## config.mk

```make
export PLATFORM = sky130hd
export DESIGN_NAME = clk_source_switch
export DESIGN_NICKNAME = d
export VERILOG_FILES = /design/src/logic/clk_switch_pkg.sv /design/src/logic/sync2.sv /design/src/logic/sys_clk_divider.sv /design/src/logic/clk_source_switch.sv
export VERILOG_INCLUDE_DIRS = /design/src /design/src/logic
export SDC_FILE = /design/constraint.sdc
export NUM_CORES = 1
export LEC_CHECK = 0
export ABC_AREA = 1
export BUFFER_PORTS_ARGS = -buffer_cell sky130_fd_sc_hd__buf_4
export CORE_AREA = 2 2 62 108
export CTS_BUF_LIST = sky130_fd_sc_hd__clkbuf_2 sky130_fd_sc_hd__clkbuf_4 sky130_fd_sc_hd__clkbuf_8
export DETAILED_ROUTE_END_ITERATION = 16
export DIE_AREA = 0 0 64 110
export SYNTH_ARGS = -nofsm -noshare
export SYNTH_HDL_FRONTEND = slang
export SYNTH_HIERARCHICAL = 1
export SYNTH_SLANG_ARGS = --single-unit
export TNS_END_PERCENT = 30
```

## constraint.sdc

```tcl
create_clock -name clk -period 2.3 [get_ports clk]
set_clock_uncertainty 0.05 [all_clocks]
set_input_delay 0.23 -clock clk [delete_from_list [all_inputs] [get_ports clk]]
set_output_delay 0.23 -clock clk [all_outputs]
set_load 0.05 [all_outputs]
```

## src/logic/clk_switch_cfg.svh

```systemverilog
// Offsets, field positions, reset values and timing counts of the clock switch block
`ifndef CLK_SWITCH_CFG_SVH
`define CLK_SWITCH_CFG_SVH
`define CS_ADDR_DIV 8'h95
`define CS_ADDR_SWITCH 8'h96
`define CS_ADDR_ENABLE 8'h97
`define CS_ADDR_TIMED 8'hC7
`define CS_TIMED_KEY1 8'hAA
`define CS_TIMED_KEY2 8'h55
`define CS_TIMED_OPEN_CYC 3'h4
`define CS_SWITCH_RESET 8'h30
`define CS_ENABLE_RESET 8'h30
`define CS_DIV_RESET 8'h00
`define CS_BIT_FAST_ST 5
`define CS_BIT_EXT_ST 3
`define CS_SEL_HI 2
`define CS_SEL_LO 1
`define CS_EXT_HI 7
`define CS_EXT_LO 6
`define CS_BIT_FAST_EN 5
`define CS_BIT_FAULT 0
`define CS_EXT_ON 2'h3
`endif

```

## src/logic/clk_switch_pkg.sv

```systemverilog
// Types shared by the clock switch block
package clk_switch_pkg;
    typedef enum logic [1:0] {
        SRC_FAST = 2'h0,
        SRC_EXT = 2'h1,
        SRC_SLOW = 2'h2,
        SRC_RSVD = 2'h3
    } clk_src_t;
    typedef enum {
        SW_IDLE,
        SW_WAIT
    } sw_state_t;
endpackage

```

## src/logic/sync2.sv

```systemverilog
// Two flip-flop synchroniser for inputs from outside the clock domain
`timescale 1ns/100ps
`default_nettype none
module sync2 #(
    parameter int W = 1
) (
    input wire logic clk,
    input wire logic rst,
    input wire logic [W-1:0] d,
    output logic [W-1:0] q
);
    logic [W-1:0] meta_r;

    // First stage feeds only the second
    always_ff @(posedge clk or posedge rst) begin
        if (rst) begin
            meta_r <= '0;
            q <= '0;
        end else begin
            meta_r <= d;
            q <= meta_r;
        end
    end
endmodule
`default_nettype wire

```

## src/logic/sys_clk_divider.sv

```systemverilog
// Integer divider from the oscillator clock level to the system clock
`timescale 1ns/100ps
`default_nettype none
module sys_clk_divider (
    input wire logic clk,
    input wire logic rst,
    input wire logic osc_lvl,
    input wire logic osc_rise,
    input wire logic osc_fall,
    input wire logic [7:0] div,
    output logic sys_clk
);
    logic [7:0] cnt_r;
    logic half_r;

    // Count oscillator rising edges; each div rising edges toggle the divided clock
    always_ff @(posedge clk or posedge rst) begin
        if (rst) begin
            cnt_r <= 8'h00;
            half_r <= 1'b0;
        end else if (div == 8'h00) begin
            cnt_r <= 8'h00;
            half_r <= osc_lvl;
        end else if (osc_rise) begin
            // A new ratio is used from the next rising edge, against the running count, no stop
            if (cnt_r + 8'h01 >= div) begin
                cnt_r <= 8'h00;
                half_r <= ~half_r;
            end else begin
                cnt_r <= cnt_r + 8'h01;
            end
        end
    end

    // Pass-through follows the oscillator, else the toggling half clock
    always_ff @(posedge clk or posedge rst) begin
        if (rst) begin
            sys_clk <= 1'b0;
        end else if (div == 8'h00) begin
            sys_clk <= osc_lvl;
        end else begin
            sys_clk <= half_r;
        end
    end

    logic unused_fall;
    assign unused_fall = osc_fall;
endmodule
`default_nettype wire

```

## src/logic/clk_source_switch.sv

```systemverilog
// Clock source selection, enables, switch fault and divider control
`timescale 1ns/100ps
`default_nettype none
`include "clk_switch_cfg.svh"
module clk_source_switch (
    input wire logic clk,
    input wire logic rst,
    input wire logic [7:0] addr,
    input wire logic [7:0] wdata,
    input wire logic wr,
    input wire logic rd,
    output logic [7:0] rdata,
    input wire logic fast_osc_clk,
    input wire logic fast_osc_ready,
    input wire logic slow_osc_clk,
    input wire logic ext_input_clk,
    input wire logic ext_input_ready,
    input wire logic inapp_program_enable,
    output logic fast_osc_on,
    output logic ext_input_on,
    output logic shared_io_gpio,
    output clk_switch_pkg::clk_src_t active_src,
    output logic sys_clk
);
    import clk_switch_pkg::*;

    logic [4:0] pins_s;
    logic timed_armed_r;
    logic [2:0] timed_open_r;
    logic [1:0] sel_r;
    logic [1:0] ext_field_r;
    logic fast_en_r;
    logic fault_r;
    logic [7:0] div_r;
    clk_src_t active_r;
    logic osc_lvl_r;
    logic osc_prev_r;
    logic fast_en_eff;
    logic fast_st;
    logic ext_st;
    logic ext_en;
    logic timed_ok;
    logic wr_switch;
    logic wr_enable;
    logic [1:0] sel_nxt;
    logic target_ready;
    logic active_lvl;
    logic target_lvl;
    logic en_write_bad;
    logic switch_go;

    // Pins from other clocks pass two flops before any use
    sync2 #(.W(5)) pin_sync (
        .clk(clk),
        .rst(rst),
        .d({fast_osc_clk, slow_osc_clk, ext_input_clk, fast_osc_ready, ext_input_ready}),
        .q(pins_s)
    );

    // Forced fast oscillator during programming; software value kept aside
    assign fast_en_eff = fast_en_r | inapp_program_enable;
    assign ext_en = (ext_field_r == `CS_EXT_ON);
    assign fast_st = inapp_program_enable | (fast_en_eff & pins_s[1]);
    assign ext_st = ext_en & pins_s[0];
    assign fast_osc_on = fast_en_eff;
    assign ext_input_on = ext_en;
    assign shared_io_gpio = ~ext_en;
    assign active_src = active_r;

    // Timed access: key1 then key2 opens a short window for one write
    assign timed_ok = (timed_open_r != 3'h0);
    always_ff @(posedge clk or posedge rst) begin
        if (rst) begin
            timed_armed_r <= 1'b0;
            timed_open_r <= 3'h0;
        end else begin
            timed_armed_r <= wr && addr == `CS_ADDR_TIMED && wdata == `CS_TIMED_KEY1;
            if (wr && addr == `CS_ADDR_TIMED && wdata == `CS_TIMED_KEY2 && timed_armed_r) begin
                timed_open_r <= `CS_TIMED_OPEN_CYC;
            end else if (wr_switch || wr_enable) begin
                timed_open_r <= 3'h0;
            end else if (timed_ok) begin
                timed_open_r <= timed_open_r - 3'h1;
            end
        end
    end

    assign wr_switch = wr && addr == `CS_ADDR_SWITCH && timed_ok;
    assign wr_enable = wr && addr == `CS_ADDR_ENABLE && timed_ok;
    assign sel_nxt = wr_switch ? wdata[`CS_SEL_HI:`CS_SEL_LO] : sel_r;

    // Is a source enabled and stable
    function automatic logic src_ready(input logic [1:0] s, input logic f, input logic e);
        case (s)
            SRC_FAST: src_ready = f;
            SRC_EXT: src_ready = e;
            SRC_SLOW: src_ready = 1'b1;
            default: src_ready = 1'b0;
        endcase
    endfunction

    assign target_ready = src_ready(sel_r, fast_st, ext_st);

    // Enable write that would stop the running source is dropped whole
    always_comb begin
        case (active_r)
            // Programming mode does not lift this: the saved enable returns after it
            SRC_FAST: en_write_bad = ~wdata[`CS_BIT_FAST_EN];
            SRC_EXT: en_write_bad = wdata[`CS_EXT_HI:`CS_EXT_LO] != `CS_EXT_ON;
            default: en_write_bad = 1'b0;
        endcase
    end

    // Select field takes every unlocked write at once
    always_ff @(posedge clk or posedge rst) begin
        if (rst) begin
            sel_r <= SRC_FAST;
        end else begin
            sel_r <= sel_nxt;
        end
    end

    // Enable register fields
    always_ff @(posedge clk or posedge rst) begin
        if (rst) begin
            ext_field_r <= 2'h0;
            fast_en_r <= 1'b1;
        end else if (wr_enable && !en_write_bad) begin
            ext_field_r <= wdata[`CS_EXT_HI:`CS_EXT_LO];
            fast_en_r <= wdata[`CS_BIT_FAST_EN];
        end
    end

    // Glitch-free change: both old and new levels must be low
    always_comb begin
        case (active_r)
            SRC_FAST: active_lvl = pins_s[4];
            SRC_SLOW: active_lvl = pins_s[3];
            default: active_lvl = pins_s[2];
        endcase
        case (sel_r)
            SRC_FAST: target_lvl = pins_s[4];
            SRC_SLOW: target_lvl = pins_s[3];
            default: target_lvl = pins_s[2];
        endcase
    end

    // Background switch, held off while a switch or enable write lands, so a new select or
    // enable is never judged against a source that moves in the same cycle
    assign switch_go = sel_r != active_r && target_ready && !active_lvl && !target_lvl
        && !wr_switch && !wr_enable;

    // Move the running source to the target once it is ready
    always_ff @(posedge clk or posedge rst) begin
        if (rst) begin
            active_r <= SRC_FAST;
        end else if (switch_go) begin
            active_r <= clk_src_t'(sel_r);
        end
    end

    // Fault: set on a request to a source not ready, cleared on completion or on a ready select of the running source
    always_ff @(posedge clk or posedge rst) begin
        if (rst) begin
            fault_r <= 1'b0;
        end else if (wr_switch && !src_ready(sel_nxt, fast_st, ext_st)) begin
            fault_r <= 1'b1;
        end else if (wr_switch && sel_nxt == active_r) begin
            fault_r <= 1'b0;
        end else if (switch_go) begin
            fault_r <= 1'b0;
        end
    end

    // Divider setting, free to change while running
    always_ff @(posedge clk or posedge rst) begin
        if (rst) begin
            div_r <= `CS_DIV_RESET;
        end else if (wr && addr == `CS_ADDR_DIV) begin
            div_r <= wdata;
        end
    end

    // Oscillator clock level of the running source
    always_ff @(posedge clk or posedge rst) begin
        if (rst) begin
            osc_lvl_r <= 1'b0;
            osc_prev_r <= 1'b0;
        end else begin
            osc_lvl_r <= active_lvl;
            osc_prev_r <= osc_lvl_r;
        end
    end

    sys_clk_divider divider (
        .clk(clk),
        .rst(rst),
        .osc_lvl(osc_lvl_r),
        .osc_rise(osc_lvl_r & ~osc_prev_r),
        .osc_fall(~osc_lvl_r & osc_prev_r),
        .div(div_r),
        .sys_clk(sys_clk)
    );

    // Read data one cycle after the strobe; reserved and select read zero
    always_ff @(posedge clk or posedge rst) begin
        if (rst) begin
            rdata <= 8'h00;
        end else if (rd) begin
            case (addr)
                `CS_ADDR_SWITCH: rdata <= {2'h0, fast_st, 1'b0, ext_st, 3'h0};
                `CS_ADDR_ENABLE: rdata <= {ext_field_r, fast_en_eff, 4'h0, fault_r};
                `CS_ADDR_DIV: rdata <= div_r;
                default: rdata <= 8'h00;
            endcase
        end else begin
            rdata <= 8'h00;
        end
    end

    // Checks
    ext_pin_a: assert property (@(posedge clk) disable iff (rst)
        ext_input_on == (ext_field_r == 2'h3) && shared_io_gpio == !ext_input_on)
        else $error("external input enable does not follow its field");
    iap_force_a: assert property (@(posedge clk) disable iff (rst)
        inapp_program_enable |-> fast_osc_on && fast_st)
        else $error("programming did not force the fast oscillator");
    locked_write_a: assert property (@(posedge clk) disable iff (rst)
        (wr && addr == 8'h96 && timed_open_r == 3'h0) |=> $stable(sel_r))
        else $error("select changed without unlock");
    fault_set_a: assert property (@(posedge clk) disable iff (rst)
        (wr_switch && !src_ready(sel_nxt, fast_st, ext_st)) |=> fault_r && active_r == $past(active_r))
        else $error("fault not set on bad switch");
    disable_drop_a: assert property (@(posedge clk) disable iff (rst)
        (wr_enable && active_r == SRC_FAST && !wdata[5] && !inapp_program_enable) |=> fast_en_r)
        else $error("running fast oscillator was disabled");
    switch_clean_a: assert property (@(posedge clk) disable iff (rst)
        $changed(active_r) |-> !$past(active_lvl) && !$past(target_lvl) && $past(target_ready))
        else $error("source changed without ready target");
    fault_clear_a: assert property (@(posedge clk) disable iff (rst)
        ($changed(active_r) && !$past(wr_switch)) |-> !fault_r)
        else $error("fault left set after switch");
    read_div_a: assert property (@(posedge clk) disable iff (rst)
        (rd && addr == 8'h95) |=> rdata == $past(div_r))
        else $error("divider read back wrong");
    status_gate_a: assert property (@(posedge clk) disable iff (rst)
        (rd && addr == 8'h96 && !ext_en) |=> !rdata[3] && rdata[2:1] == 2'h0)
        else $error("status or select read back wrong");

    // Register access checks
    enable_lock_a: assert property (@(posedge clk) disable iff (rst)
        (wr && addr == 8'h97 && !timed_ok) |=> $stable(ext_field_r) && $stable(fast_en_r))
        else $error("enable changed without unlock");
    window_use_a: assert property (@(posedge clk) disable iff (rst)
        (wr_switch || wr_enable) |=> !timed_ok)
        else $error("unlock window left open after a guarded write");
    reserved_read_a: assert property (@(posedge clk) disable iff (rst)
        (rd && addr == 8'h97) |=> rdata[4:1] == 4'h0)
        else $error("reserved enable bits read nonzero");
    status_fast_a: assert property (@(posedge clk) disable iff (rst)
        (rd && addr == 8'h96 && !fast_osc_on) |=> !rdata[5])
        else $error("fast status set while oscillator off");
    div_write_a: assert property (@(posedge clk) disable iff (rst)
        (wr && addr == 8'h95) |=> div_r == $past(wdata))
        else $error("divider write not taken");

    // Source switching and divider checks
    sel_hold_a: assert property (@(posedge clk) disable iff (rst)
        (sel_r != active_r && !target_ready) |=> $stable(active_r))
        else $error("source moved to a target that is not ready");
    ext_drop_a: assert property (@(posedge clk) disable iff (rst)
        (wr_enable && active_r == SRC_EXT && wdata[7:6] != 2'h3) |=> ext_input_on)
        else $error("running external input was disabled");
    fault_ok_a: assert property (@(posedge clk) disable iff (rst)
        (wr_switch && sel_nxt == active_r && src_ready(sel_nxt, fast_st, ext_st)) |=> !fault_r)
        else $error("fault left set after select of running source");
    div_pass_a: assert property (@(posedge clk) disable iff (rst)
        (div_r == 8'h00) |=> sys_clk == $past(osc_lvl_r))
        else $error("undivided clock does not follow oscillator");

    // Main scenarios reached
    sw_ext_c: cover property (@(posedge clk) disable iff (rst) $changed(active_r) && active_r == SRC_EXT);
    sw_slow_c: cover property (@(posedge clk) disable iff (rst) $changed(active_r) && active_r == SRC_SLOW);
    sw_fast_c: cover property (@(posedge clk) disable iff (rst) $changed(active_r) && active_r == SRC_FAST);
    fault_c: cover property (@(posedge clk) disable iff (rst) $rose(fault_r));
endmodule
`default_nettype wire

```

==> metrics.txt <==
TNS Setup=0 ps; max-slew violation count=0; total grt overflow=0; Final Cycle Share=91.19%; CTS clk-pin slew, worst paths=100 ps; commonest non-fill, non-tap cell in the layout=nand2_1; Clock Path Buffers=2; reg2reg end=divider/half_r; Design Power=2.513 mW; post-route cell area=0.003249 mm^2; GR peak layer=met2; RR Startpoint=divider/cnt_r[0]; max-cap violations=0; Worst Max-Slew Pin Slew=534.6 ps; net count after synthesis=379; Remaining DRCs=0; Fin. Hold Viols=0; Worst EP required=2470 ps; Placed Area=0.003069 mm^2; CTS tree=done; most frequent CP cell=nand2_1; first drt pass iteration count=4; via count=2291; ANT cells=0; Starting Density=43.88%; worst path cell trace=ha_1 > nand3_1 > nand2_1 > nand2_1 > inv_1 > ha_1 > nand2_1 > a21oi_1 > nor3_4 > buf_12 > nand2_2 > nand2_1 > nand2_1 > nand2_1; global-route met2 utilization=37.05%; max_slew headroom=64.09%; Starting DRT DRC Count=71; R2R depth=14; share of cells above drive strength 1=17.47%; synthesized area per cell=7.869 um^2; Fmax=476.8 MHz; WL/cell=12.75 um; placed cells=460; Place WS=129.3 ps; most frequent cells in the layout=99 x nand2_1, 60 x inv_1, 49 x dfrtp_1; Layout area overhead=20.73%; first-pass GRT wire length=10290 um; hold endpoint=div_r[3]; Core ar.=0.006133 mm^2; filler cell count=603; Tot GR Track Use=19.24%; met3 usage in global routing=2.741%; max incr delay on CP=450 ps; Min Clock Period, post-route=2097 ps; H-tree depth=2; Synth Instances=342; Skew-Pair Late Insertion Delay=310 ps; row cnt=38; # nets final=431; vias per cell=4.823; Ports=40; Final HPWL DP=4840 um; Num CTS Buffers=5; ANT nets after route=0; pin count of the biggest net entering global routing=30; endpoints failing setup=0; Die ar.=0.007040 mm^2; Layout Cells excl Fill=475; status=completed; Slowest cell on crit path=dfrtp_1; Power Dens Cells=773.5 mW/mm^2; die height=110 um; Yosys warnings=6; Worst setup EP type=flip-flop; Worst EP arrival=2270 ps; WHS Path Cells=3; final WL=6058 um; RSZ-0062 raised after global routing=no; Root Buffer=clkbuf_8; CTS sink cnt=50; number of global-route vias before repair=2280; Crit Path Max Fanout=9; peak supply drop=0.5178 mV; flop2flop setup slack=200 ps; GP Congestion=0.8839; static leakage=1.801 nW; die width=64 um; antenna violations before repair=0; Worst setup SP type=flip-flop; post-route setup slack=202.7 ps; WS Path Type=flip-flop to flip-flop; hold path startpoint=wdata[3]; met1 Use GR=20.07%; Hold Crit Class=input pin to flip-flop; Post-Syn Area=0.002691 mm^2; Buffers on Ports=39
-- worst max-delay path by stage --
stage | startpoint | cells past startpoint | slack, ps | to
finish | divider/cnt_r[0] | 14 | 200 | divider/half_r
global route | divider/cnt_r[0] | 13 | 40 | divider/half_r
CTS | divider/cnt_r[0] | 11 | 150 | divider/half_r
detailed placement | divider/cnt_r[0] | 11 | 130 | divider/half_r
global placement | divider/cnt_r[0] | 11 | 200 | divider/half_r
floorplan | ext_field_r[1] | 9 | 340 | fault_r
-- power breakdown --
part | leakage, nW | internal, mW | total [mW] | switching (mW)
sequential | 0.632 | 1.02 | 1.13 | 0.114
clock | 0.0502 | 0.226 | 0.553 | 0.327
combinational | 1.12 | 0.314 | 0.831 | 0.517
-- worst max-delay path: cells and delay by family (launching register included) --
family                   cells  cell delay [ps]
flip-flops                   1              450
AO/OA/AOI/OAI                1              220
AND/OR/NAND/NOR              9              550
buffers and inverters        2              190
adder cells (fa/ha/maj)      2              540
-- timing repair --
| action | in CTS | in global routing |
|---|---|---|
| endpoints found under the setup margin | 0 | 6 |
| hold endpoints to repair | 48 | 0 |
| hold buffers | 6 | 0 |
| resized for setup | 0 | 1 |
| setup buffers | 0 | 1 |
-- flip-flops by register name, indices dropped and copies added, names as in the netlist, 2 cells and up --
name             flops
active_src           2
divider/cnt_r        8
ext_field_r          2
timed_open_r         3
pin_sync/meta_r      5
sel_r                2
pin_sync/q           5
rdata                8
div_r                8
-- stage by stage --
step	hold slack, ps	utilization (%)
2_1_floorplan	20.18	-
3_3_place_gp	49.86	50.04
3_5_place_dp	53.67	50.04
4_1_cts	89.43	52.61
5_1_grt	102.6	52.98
6_report	95.11	52.98
-- routing by layer --
metal,vias to the layer above,wire length [um]
met5,-,0
met4,0,178
li1,1173,-
met2,39,3423
met3,14,161
met1,1065,2295
-- final cells by class --
cell class              count  area (um^2)  share of cell area, %
multi-input cells         228         1186                  36.50
clock buffers               5        68.82                  2.118
flip-flops and latches     50         1252                  38.54
clock inverters             3        28.78                 0.8856
well taps                  80        100.1                  3.080
inverters                  62        232.7                  7.162
repair buffers             47        380.4                  11.71
No activity file was read; power rests on OpenSTA's default activity.
